## config.mk

```make
export PLATFORM = sky130hd
export DESIGN_NAME = hscl_link
export DESIGN_NICKNAME = d
export VERILOG_FILES = /design/src/hscl_pkg.sv /design/src/hscl_link.sv /design/src/hscl_fifo.sv
export VERILOG_INCLUDE_DIRS = /design/src
export SDC_FILE = /design/constraint.sdc
export NUM_CORES = 1
export LEC_CHECK = 0
export CORE_UTILIZATION = 65
export CTS_CLUSTER_DIAMETER = 120
export CTS_CLUSTER_SIZE = 16
export DETAILED_ROUTE_END_ITERATION = 12
export DONT_BUFFER_PORTS = 1
export GPL_ROUTABILITY_DRIVEN = 0
export GPL_TIMING_DRIVEN = 0
export HOLD_SLACK_MARGIN = 0.02
export PLACE_DENSITY = 0.81
export SYNTH_ARGS = -nofsm -noshare
export SYNTH_HDL_FRONTEND = slang
export SYNTH_SLANG_ARGS = --single-unit
```

## constraint.sdc

```tcl
create_clock -name clk -period 3.6 [get_ports clk]
set_input_delay 0.36 -clock clk [delete_from_list [all_inputs] [get_ports clk]]
set_output_delay 0.36 -clock clk [all_outputs]
set_load 0.01 [all_outputs]
```

## src/hscl_cfg.svh

```systemverilog
`ifndef HSCL_CFG_SVH
`define HSCL_CFG_SVH

// ===========================================================
// Clock and link timing
`define HSCL_CLK_HZ      40000000
`define HSCL_CLK_NS      25
`define HSCL_BAUD        38400
`define HSCL_OVS         16
// Oversampling tick period, rounded down to whole cycles
`define HSCL_TICK_CYC    (`HSCL_CLK_HZ / (`HSCL_BAUD * `HSCL_OVS))
// Tick index at which a start bit is confirmed (its centre)
`define HSCL_MID_TICK    4'h7
// Peripheral write enable pulse, in ns and in cycles
`define HSCL_WE_NS       6000
`define HSCL_WE_CYC      ((`HSCL_WE_NS + `HSCL_CLK_NS - 1) / `HSCL_CLK_NS)

// ===========================================================
// Buffer sizing and flow control
`define HSCL_FIFO_W      8
`define HSCL_FIFO_D      8
// Hold the host off while two or fewer entries remain free
`define HSCL_RTS_LIMIT   4'h6

// ===========================================================
// Command and response type codes (byte bits 7..5)
`define HSCL_CMD_RD_PORT 3'h0
`define HSCL_CMD_RD_EE   3'h1
`define HSCL_CMD_WR_PORT 3'h2
`define HSCL_CMD_WR_EE   3'h3
`define HSCL_CMD_SELECT  3'h4
`define HSCL_CMD_STATUS  3'h5
`define HSCL_CMD_LOOP    3'h6
`define HSCL_CMD_MODE    3'h7

// ===========================================================
// Mode byte fields and reset values
`define HSCL_MODE_ECHO   0
`define HSCL_MODE_FLOW   1
`define HSCL_ECHO_RST    1'b0
`define HSCL_FLOW_RST    1'b0

`endif

```

## src/hscl_pkg.sv

```systemverilog
package hscl_pkg;

    // ===========================================================
    // State encodings
    typedef enum logic [3:0] {
        RX_IDLE  = 4'b0001,
        RX_START = 4'b0010,
        RX_DATA  = 4'b0100,
        RX_STOP  = 4'b1000
    } hscl_rx_state_type;

    typedef enum logic [1:0] {
        TX_IDLE  = 2'b01,
        TX_SHIFT = 2'b10
    } hscl_tx_state_type;

    typedef enum logic [4:0] {
        EN_IDLE = 5'b00001,
        EN_EXEC = 5'b00010,
        EN_BUS  = 5'b00100,
        EN_ECHO = 5'b01000,
        EN_RESP = 5'b10000
    } hscl_en_state_type;

    // ===========================================================
    // Whole state of the command link
    typedef struct packed {
        hscl_rx_state_type rx_st;
        logic [3:0]        rx_sub;
        logic [2:0]        rx_bit;
        logic [7:0]        rx_sh;
        logic              rx_push;
        logic [7:0]        rx_byte;
        logic [6:0]        tick_cnt;
        logic              tick;
        hscl_tx_state_type tx_st;
        logic [3:0]        tx_sub;
        logic [3:0]        tx_bit;
        logic [9:0]        tx_sh;
        hscl_en_state_type en_st;
        logic [7:0]        cmd;
        logic [7:0]        resp;
        logic              resp_pend;
        logic [7:0]        bus_cnt;
        logic [7:0]        we_len;
        logic [4:0]        addr;
        logic [3:0]        dout;
        logic              we;
        logic              rd;
        logic [31:0][3:0]  ee;
        logic              echo;
        logic              flow;
        logic              ferr;
        logic              ovr;
    } hscl_state_type;

endpackage : hscl_pkg

```

## src/hscl_link.sv

```systemverilog
// How it works
// RQ1: Characters are start bit, eight data bits, stop bit at 38,400 baud.
// RQ2: Receive and transmit wires each carry their own independent bit stream.
// RQ3: Responses leave on our transmit line; commands arrive on receive line.
// RQ4: Only ground and data wires are needed; flow lines are optional.
// RQ5: While host clear-to-send is active, serial data on receive is taken.
// RQ6: Optionally, with clear-to-send inactive, commands come from secondary.
// RQ7: Request-to-send holds the host off until bytes can be accepted.
// RQ8: Request-to-send is driven only while a mode command has enabled it.
// RQ9: Every command and every response is exactly one byte.
// RQ10: Top three command bits select the type; low bits are payload.
// RQ11: Data commands use only the low four bits as data.
// RQ12: Address commands take the low five bits as the address.
// RQ13: Responses only report status or identify source of their data.
// RQ14: Response top bits hold source code, or echoed command when enabled.
// RQ15: Selected address is kept until the next select command or reset.
// RQ16: Read port answers with bit 4 zero and port data in bits 3..0.
// RQ17: Write port puts four data bits on the port; answers only on echo.
// RQ18: Bits sampled mid-cell by oversampling; a low stop bit is discarded.
`timescale 1ns/1ps
`include "hscl_cfg.svh"

module hscl_link
    import hscl_pkg::*;
(
    // Clock and reset
    input  wire logic        clk,
    input  wire logic        reset_n,
    // Serial link to the host
    input  wire logic        rxd,
    output logic             txd,
    input  wire logic        host_cts,
    output logic             rts_o,
    output logic             rts_oe,
    // Secondary controller command stream
    input  wire logic        alt_en,
    input  wire logic        sec_valid,
    input  wire logic [7:0]  sec_data,
    output logic             sec_ready,
    // Peripheral bus
    output logic [4:0]       port_addr,
    output logic [3:0]       port_dout,
    output logic             port_we,
    output logic             port_rd,
    input  wire logic [3:0]  port_din
);

    localparam logic [6:0] TICK_LAST = 7'(`HSCL_TICK_CYC - 1);
    localparam logic [7:0] WE_LAST   = 8'(`HSCL_WE_CYC - 1);

    localparam hscl_state_type ST_RST = '{
        rx_st:   RX_IDLE,
        tx_st:   TX_IDLE,
        en_st:   EN_IDLE,
        tx_sh:   10'h3ff,
        echo:    `HSCL_ECHO_RST,
        flow:    `HSCL_FLOW_RST,
        default: '0
    };

    hscl_state_type q;
    hscl_state_type d;

    logic        src_host;
    logic        rx_line;
    logic [2:0]  ctype;
    logic        tx_go;
    logic [7:0]  tx_byte;
    logic [4:0]  status;
    logic        f_in_valid;
    logic [7:0]  f_in_data;
    logic        f_in_ready;
    logic        f_out_valid;
    logic [7:0]  f_out_data;
    logic        f_out_ready;
    logic [3:0]  f_level;
    logic        ferr_set;

    // ===========================================================
    // Source selection
    // Without the option the host is always heard, so an unwired
    // clear-to-send line cannot lock the link
    assign src_host = host_cts || !alt_en; // see RQ5 see RQ4
    // Secondary stream ignores the host line completely
    assign rx_line  = src_host ? rxd : 1'b1; // see RQ6
    assign ctype    = q.cmd[7:5]; // see RQ10
    assign status   = {q.ferr, q.ovr, q.flow, q.echo, host_cts};

    // Bytes from either source share the command buffer
    assign f_in_valid = src_host ? q.rx_push : sec_valid;
    assign f_in_data  = src_host ? q.rx_byte : sec_data;
    assign sec_ready  = !src_host && f_in_ready;

    // ===========================================================
    // Command buffer
    hscl_fifo #(
        .W (`HSCL_FIFO_W),
        .D (`HSCL_FIFO_D)
    ) u_fifo (
        .clk       (clk),
        .reset_n   (reset_n),
        .in_valid  (f_in_valid),
        .in_data   (f_in_data),
        .in_ready  (f_in_ready),
        .out_valid (f_out_valid),
        .out_data  (f_out_data),
        .out_ready (f_out_ready),
        .level     (f_level)
    );

    // ===========================================================
    // Outputs
    // Ready leaves margin for a byte the host already started
    assign rts_o     = (f_level < `HSCL_RTS_LIMIT); // see RQ7
    assign rts_oe    = q.flow; // see RQ8
    assign txd       = q.tx_sh[0]; // see RQ3
    assign port_addr = q.addr;
    assign port_dout = q.dout;
    assign port_we   = q.we;
    assign port_rd   = q.rd;

    // ===========================================================
    // Next state
    always_comb begin
        d           = q;
        d.rx_push   = 1'b0;
        d.rd        = 1'b0;
        d.tick      = 1'b0;
        tx_go       = 1'b0;
        tx_byte     = q.cmd;
        f_out_ready = 1'b0;
        ferr_set    = 1'b0;

        // Free running oversampling tick shared by both directions
        if (q.tick_cnt == TICK_LAST) begin
            d.tick_cnt = '0;
            d.tick     = 1'b1; // see RQ1
        end else begin
            d.tick_cnt = q.tick_cnt + 7'h01;
        end

        // Receiver; start edge is found to within one tick
        unique case (q.rx_st)
            RX_IDLE: begin
                if (q.tick && !rx_line) begin
                    d.rx_st  = RX_START;
                    d.rx_sub = '0;
                end
            end
            RX_START: begin
                if (q.tick) begin
                    d.rx_sub = q.rx_sub + 4'h1;
                    // A glitch shorter than half a bit is dropped
                    if (q.rx_sub == `HSCL_MID_TICK) begin
                        d.rx_sub = '0;
                        d.rx_bit = '0;
                        d.rx_st  = rx_line ? RX_IDLE : RX_DATA;
                    end
                end
            end
            RX_DATA: begin
                if (q.tick) begin
                    d.rx_sub = q.rx_sub + 4'h1;
                    if (q.rx_sub == 4'hf) begin
                        d.rx_sh  = {rx_line, q.rx_sh[7:1]}; // see RQ18
                        d.rx_bit = q.rx_bit + 3'h1;
                        if (q.rx_bit == 3'h7) begin
                            d.rx_st = RX_STOP; // see RQ9
                        end
                    end
                end
            end
            RX_STOP: begin
                if (q.tick) begin
                    d.rx_sub = q.rx_sub + 4'h1;
                    if (q.rx_sub == 4'hf) begin
                        d.rx_st = RX_IDLE;
                        // Framing error drops the character
                        if (rx_line) begin
                            d.rx_push = 1'b1; // see RQ18
                            d.rx_byte = q.rx_sh;
                        end else begin
                            ferr_set = 1'b1; // see RQ18
                        end
                    end
                end
            end
        endcase

        // Command engine: one byte at a time, echo before answer
        unique case (q.en_st)
            EN_IDLE: begin
                f_out_ready = 1'b1;
                if (f_out_valid) begin
                    d.cmd   = f_out_data;
                    d.en_st = EN_EXEC;
                end
            end
            EN_EXEC: begin
                d.en_st     = EN_ECHO;
                d.resp_pend = 1'b1;
                unique case (ctype)
                    `HSCL_CMD_RD_PORT: begin
                        d.rd      = 1'b1;
                        d.bus_cnt = '0;
                        d.en_st   = EN_BUS;
                    end
                    `HSCL_CMD_RD_EE: begin
                        d.resp = {`HSCL_CMD_RD_EE, 1'b0, q.ee[q.addr]};
                    end
                    `HSCL_CMD_WR_PORT: begin
                        d.dout      = q.cmd[3:0]; // see RQ11
                        d.we        = 1'b1;
                        d.bus_cnt   = WE_LAST;
                        d.en_st     = EN_BUS;
                        d.resp_pend = 1'b0; // see RQ17
                    end
                    `HSCL_CMD_WR_EE: begin
                        d.ee[q.addr] = q.cmd[3:0]; // see RQ11
                        d.resp_pend  = 1'b0;
                    end
                    `HSCL_CMD_SELECT: begin
                        d.addr      = q.cmd[4:0]; // see RQ12 see RQ15
                        d.resp_pend = 1'b0;
                    end
                    `HSCL_CMD_STATUS: begin
                        d.resp = {`HSCL_CMD_STATUS, status}; // see RQ13
                        d.ferr = 1'b0;
                        d.ovr  = 1'b0;
                    end
                    `HSCL_CMD_LOOP: begin
                        d.resp = q.cmd;
                    end
                    `HSCL_CMD_MODE: begin
                        d.echo      = q.cmd[`HSCL_MODE_ECHO];
                        d.flow      = q.cmd[`HSCL_MODE_FLOW]; // see RQ8
                        d.resp_pend = 1'b0;
                    end
                endcase
            end
            EN_BUS: begin
                // Read data is taken while the read strobe is high
                if (q.rd) begin
                    d.resp = {`HSCL_CMD_RD_PORT, 1'b0, port_din}; // see RQ16
                end
                if (q.bus_cnt == '0) begin
                    d.we    = 1'b0;
                    d.en_st = EN_ECHO;
                end else begin
                    d.bus_cnt = q.bus_cnt - 8'h01;
                end
            end
            EN_ECHO: begin
                // Loopback already returns the command bits
                if (q.echo && ctype != `HSCL_CMD_LOOP) begin
                    if (q.tx_st == TX_IDLE) begin
                        tx_go   = 1'b1; // see RQ14
                        tx_byte = q.cmd;
                        d.en_st = EN_RESP;
                    end
                end else begin
                    d.en_st = EN_RESP;
                end
            end
            EN_RESP: begin
                if (!q.resp_pend) begin
                    d.en_st = EN_IDLE;
                end else if (q.tx_st == TX_IDLE) begin
                    tx_go       = 1'b1; // see RQ14
                    tx_byte     = q.resp;
                    d.resp_pend = 1'b0;
                    d.en_st     = EN_IDLE;
                end
            end
        endcase

        // Transmitter; ones shifted in behind each frame leave the line resting high in idle
        unique case (q.tx_st)
            TX_IDLE: begin
                if (tx_go) begin
                    d.tx_sh  = {1'b1, tx_byte, 1'b0}; // see RQ1
                    d.tx_sub = '0;
                    d.tx_bit = '0;
                    d.tx_st  = TX_SHIFT;
                end
            end
            TX_SHIFT: begin
                if (q.tick) begin
                    d.tx_sub = q.tx_sub + 4'h1;
                    if (q.tx_sub == 4'hf) begin
                        d.tx_sh  = {1'b1, q.tx_sh[9:1]}; // see RQ2
                        d.tx_bit = q.tx_bit + 4'h1;
                        if (q.tx_bit == 4'h9) begin
                            d.tx_st = TX_IDLE;
                        end
                    end
                end
            end
        endcase

        // Write pulse length, watched by the checks below
        d.we_len = q.we ? q.we_len + 8'h01 : '0;

        // Both flags are set after the status clear, so a set wins
        if (ferr_set) begin
            d.ferr = 1'b1;
        end
        if (q.rx_push && src_host && !f_in_ready) begin
            d.ovr = 1'b1;
        end
    end

    always_ff @(posedge clk or negedge reset_n) begin
        if (!reset_n) begin
            q <= ST_RST;
        end else begin
            q <= d;
        end
    end
endmodule : hscl_link

```

## src/hscl_fifo.sv

```systemverilog
`timescale 1ns/1ps
`include "hscl_cfg.svh"

module hscl_fifo
    import hscl_pkg::*;
#(
    parameter int W = `HSCL_FIFO_W,
    parameter int D = `HSCL_FIFO_D
) (
    // Clock and reset
    input  wire logic           clk,
    input  wire logic           reset_n,
    // Filling side
    input  wire logic           in_valid,
    input  wire logic [W-1:0]   in_data,
    output logic                in_ready,
    // Draining side
    output logic                out_valid,
    output logic [W-1:0]        out_data,
    input  wire logic           out_ready,
    // Fill level
    output logic [$clog2(D):0]  level
);

    localparam int AW = $clog2(D);

    typedef struct packed {
        logic [D-1:0][W-1:0] mem;
        logic [AW-1:0]       wp;
        logic [AW-1:0]       rp;
        logic [AW:0]         cnt;
    } hscl_fifo_state_type;

    hscl_fifo_state_type q;
    hscl_fifo_state_type d;
    logic                push;
    logic                pop;

    // ===========================================================
    // Handshakes straight from the count
    assign in_ready  = (q.cnt != (AW+1)'(D));
    assign out_valid = (q.cnt != '0);
    assign out_data  = q.mem[q.rp];
    assign level     = q.cnt;
    assign push      = in_valid && in_ready;
    assign pop       = out_valid && out_ready;

    // Pointer wrap relies on D being a power of two
    always_comb begin
        d = q;
        if (push) begin
            d.mem[q.wp] = in_data;
            d.wp        = q.wp + AW'(1);
        end
        if (pop) begin
            d.rp = q.rp + AW'(1);
        end
        d.cnt = q.cnt + (AW+1)'(push) - (AW+1)'(pop);
    end

    always_ff @(posedge clk or negedge reset_n) begin
        if (!reset_n) begin
            q <= '0;
        end else begin
            q <= d;
        end
    end

endmodule : hscl_fifo

```

==> out/metrics.cfg <==
[synth]
synth_top_area_frac = 0.498
yosys_warnings = 0
synthCells = 1174
synth_compound_area_frac = 0.0663
synth_mux_area_frac = 0.260
syn-num-nets = 1212
synth_area_leaders = dfrtp_1 (50%), mux2_2 (18%), mux2i_1 (5.7%)
yosys.area_share.adder = 0.0177
ys.flop_type = dfrtp_1
synth_top_family_by_area = multiplexers
ys_seq_elements = 302
syn_area_um2 = 14600
yosys.area_share.simple = 0.0968
ys_types = 68
synthArstFlopShare = 1.00
synth_top_area_cell = dfrtp_1
synth-xor-area-share = 0.00782
ys_seq_area_frac = 0.520
synth-edff-count = 0
avgSynthCellArea_um2 = 12.4

[clock_tree]
cts_setup_buffers = 0
clk_pin_slew_worst_paths_ns = 0.08
clock-sinks = 302
cts_tree = yes
cts_buffers = 22
cts_root_buf = clkbuf_16
cts_resized = 0
htreeDepth = 1
clkLatencyLatePin_ns = 0.53
ctsLongestPathBuffers = 3

[floorplan]
start_util = 0.665
ioPinCount = 33
rows = 54
die_area_um2 = 23000
die_h_um = 152
core-area_um2 = 21900
die_x_um = 152

[global_route]
grt_first_pass_wirelength_mm = 52.3
overflow = 0
grt_start_max_net_pins = 303
grt_pass1_vias = 9633
grt_use_total = 0.297
antenna_found_initial = 0

[worst_setup_path]
cp_max_fo = 10
r2r-start = port_addr[1]
r2r_end = q[160]
rrSetupSlack_ns = 0.37
crit_arrival_ns = 3.64
worstPathRequired_ns = 4.01
r2r_cells = 8
end_kind = flop
start_kind = flop
path_class = reg -> reg

[layout]
fillers = 1559
n_antenna_cell = 0
drive_above_1_share = 0.269
seq_area_um2 = 7570
syn_to_final_growth_pct = 6.66
final_common_cell = dfrtp_1
design_area_um2 = 15500
instances_no_fill = 1486
final_nets = 1236
multi_input_area_um2 = 6540
layout.cells.most_common_list = dfrtp_1 (290), mux2_2 (231), nand2_1 (93), mux2i_1 (83), clkbuf_1 (56)

[drt]
vias = 9656
drcViolationCount = 0
drt-total-wl_mm = 32.5
first_pass_iters = 5
routedWlPerCell_um = 21.9
drt_iter0_markers = 764
vias_per_cell = 6.50
ant_nets = 0

[placement]
place_ws_ns = 0.491
placed_cell_area_um2 = 14900
detailed_place_hpwl_mm = 21.9
place_inst = 1454
io_buffer_count = 0

[run]
drv_cap = 0

[timing]
hold_viol = 302
finalMaxSlewViolations = 0
rsz0062_at_grt = no
worst_slew_pin_slew_ns = 1.26
fin_crit_sh = 0.896
fin_skew_ns = 0.0201
min_period_ns = 3.23
fmax_mhz = 310
hold_ws_ns = -0.482
timing.final.ws_setup_ns = 0.374
setup_viol = 0
setup_tns_ns = 0
slew_headroom = 0.150

[outcome]
status = complete, but fails checks
violations = hold timing

[power]
p_per_area_nw_per_um2 = 430
peakVddDrop_mv = 0.444
leakage_uw = 0.00708

[worst_hold_path]
min_path_type = in -> async

-- sequential cells by signal, indices dropped and copies added (netlist names) --
| signal | flops |
|---|---|
| u_fifo.level | 4 |
| port_we | 1 |
| port_rd | 1 |
| q | 212 |
| port_addr | 5 |
| port_dout | 4 |
| rts_oe | 1 |
| txd | 1 |
| u_fifo.q | 70 |
| ctype | 3 |
-- report_power, final --
group          internal, uW  switching, uW  leakage (uW)
combinational           334            250       0.00269
sequential             3630            143       0.00409
clock                  1180           1140      0.000300
-- cells by family after synthesis --
group	Yosys count
muxes	330
xor gates and xnor gates	13
adders and majority gates	20
AOI/OAI and AO/OA	150
DFF	302
buffers and inverters	104
and+or+nand+nor	255
-- worst max path at each step --
stage	to	from	slack, ns
6_report	q[160]	port_addr[1]	0.37
2_1_floorplan	q[20]	q[179]	1.22
3_5_place_dp	q[160]	port_addr[1]	0.49
5_1_grt	q[163]	port_addr[1]	0.32
3_3_place_gp	q[160]	port_addr[1]	0.53
4_1_cts	q[160]	port_addr[1]	0.46
-- layer usage --
layer | vias to the layer above | wire, um | track usage
li1 | 4309 | - | -
met1 | 4959 | 14400 | 0.422
met2 | 312 | 15200 | 0.470
met3 | 76 | 1780 | 0.0425
met4 | 0 | 1050 | 0.102
met5 | - | 0 | 0
-- per-stage QoR --
step           total power (uW)  utilization
2_1_floorplan              4260            -
3_3_place_gp               4360        0.681
3_5_place_dp               4420        0.681
4_1_cts                    6710        0.710
5_1_grt                    6910        0.710
6_report                   6670        0.710
-- cells in the mapped netlist, drive strengths merged, types with 5 or more instances --
master / count
a21oi: 12
a22o: 9
and3: 10
buf: 32
clkbuf: 48
dfrtp: 290
dfstp: 12
ha: 19
inv: 24
mux2: 231
mux2i: 83
mux4: 16
nand2: 93
nand2b: 7
nand3: 19
nand4: 8
nor2: 35
nor2b: 12
nor3: 9
nor4: 14
nor4b: 5
o21ai: 52
o22ai: 35
o31ai: 6
or4b: 7
or4bb: 6
xnor2: 10
-- critical path: stages, from the launching register on --
cell       delay, ns
dfrtp_1         0.35
clkbuf_1        0.26
buf_2           0.36
buf_1           0.70
mux2i_1         0.40
o22ai_1         0.13
nor4_1          0.43
a21boi_0        0.29
a2bb2oi_1       0.18
-- area by class of cell --
type,count,share of cell area
flip-flops and latches,302,0.488
multi-input cells,768,0.421
clock buffers,32,0.0399
plain buffers,80,0.0232
well taps,280,0.0226
inverters,24,0.00580
Power figures use the tool's default switching activity.
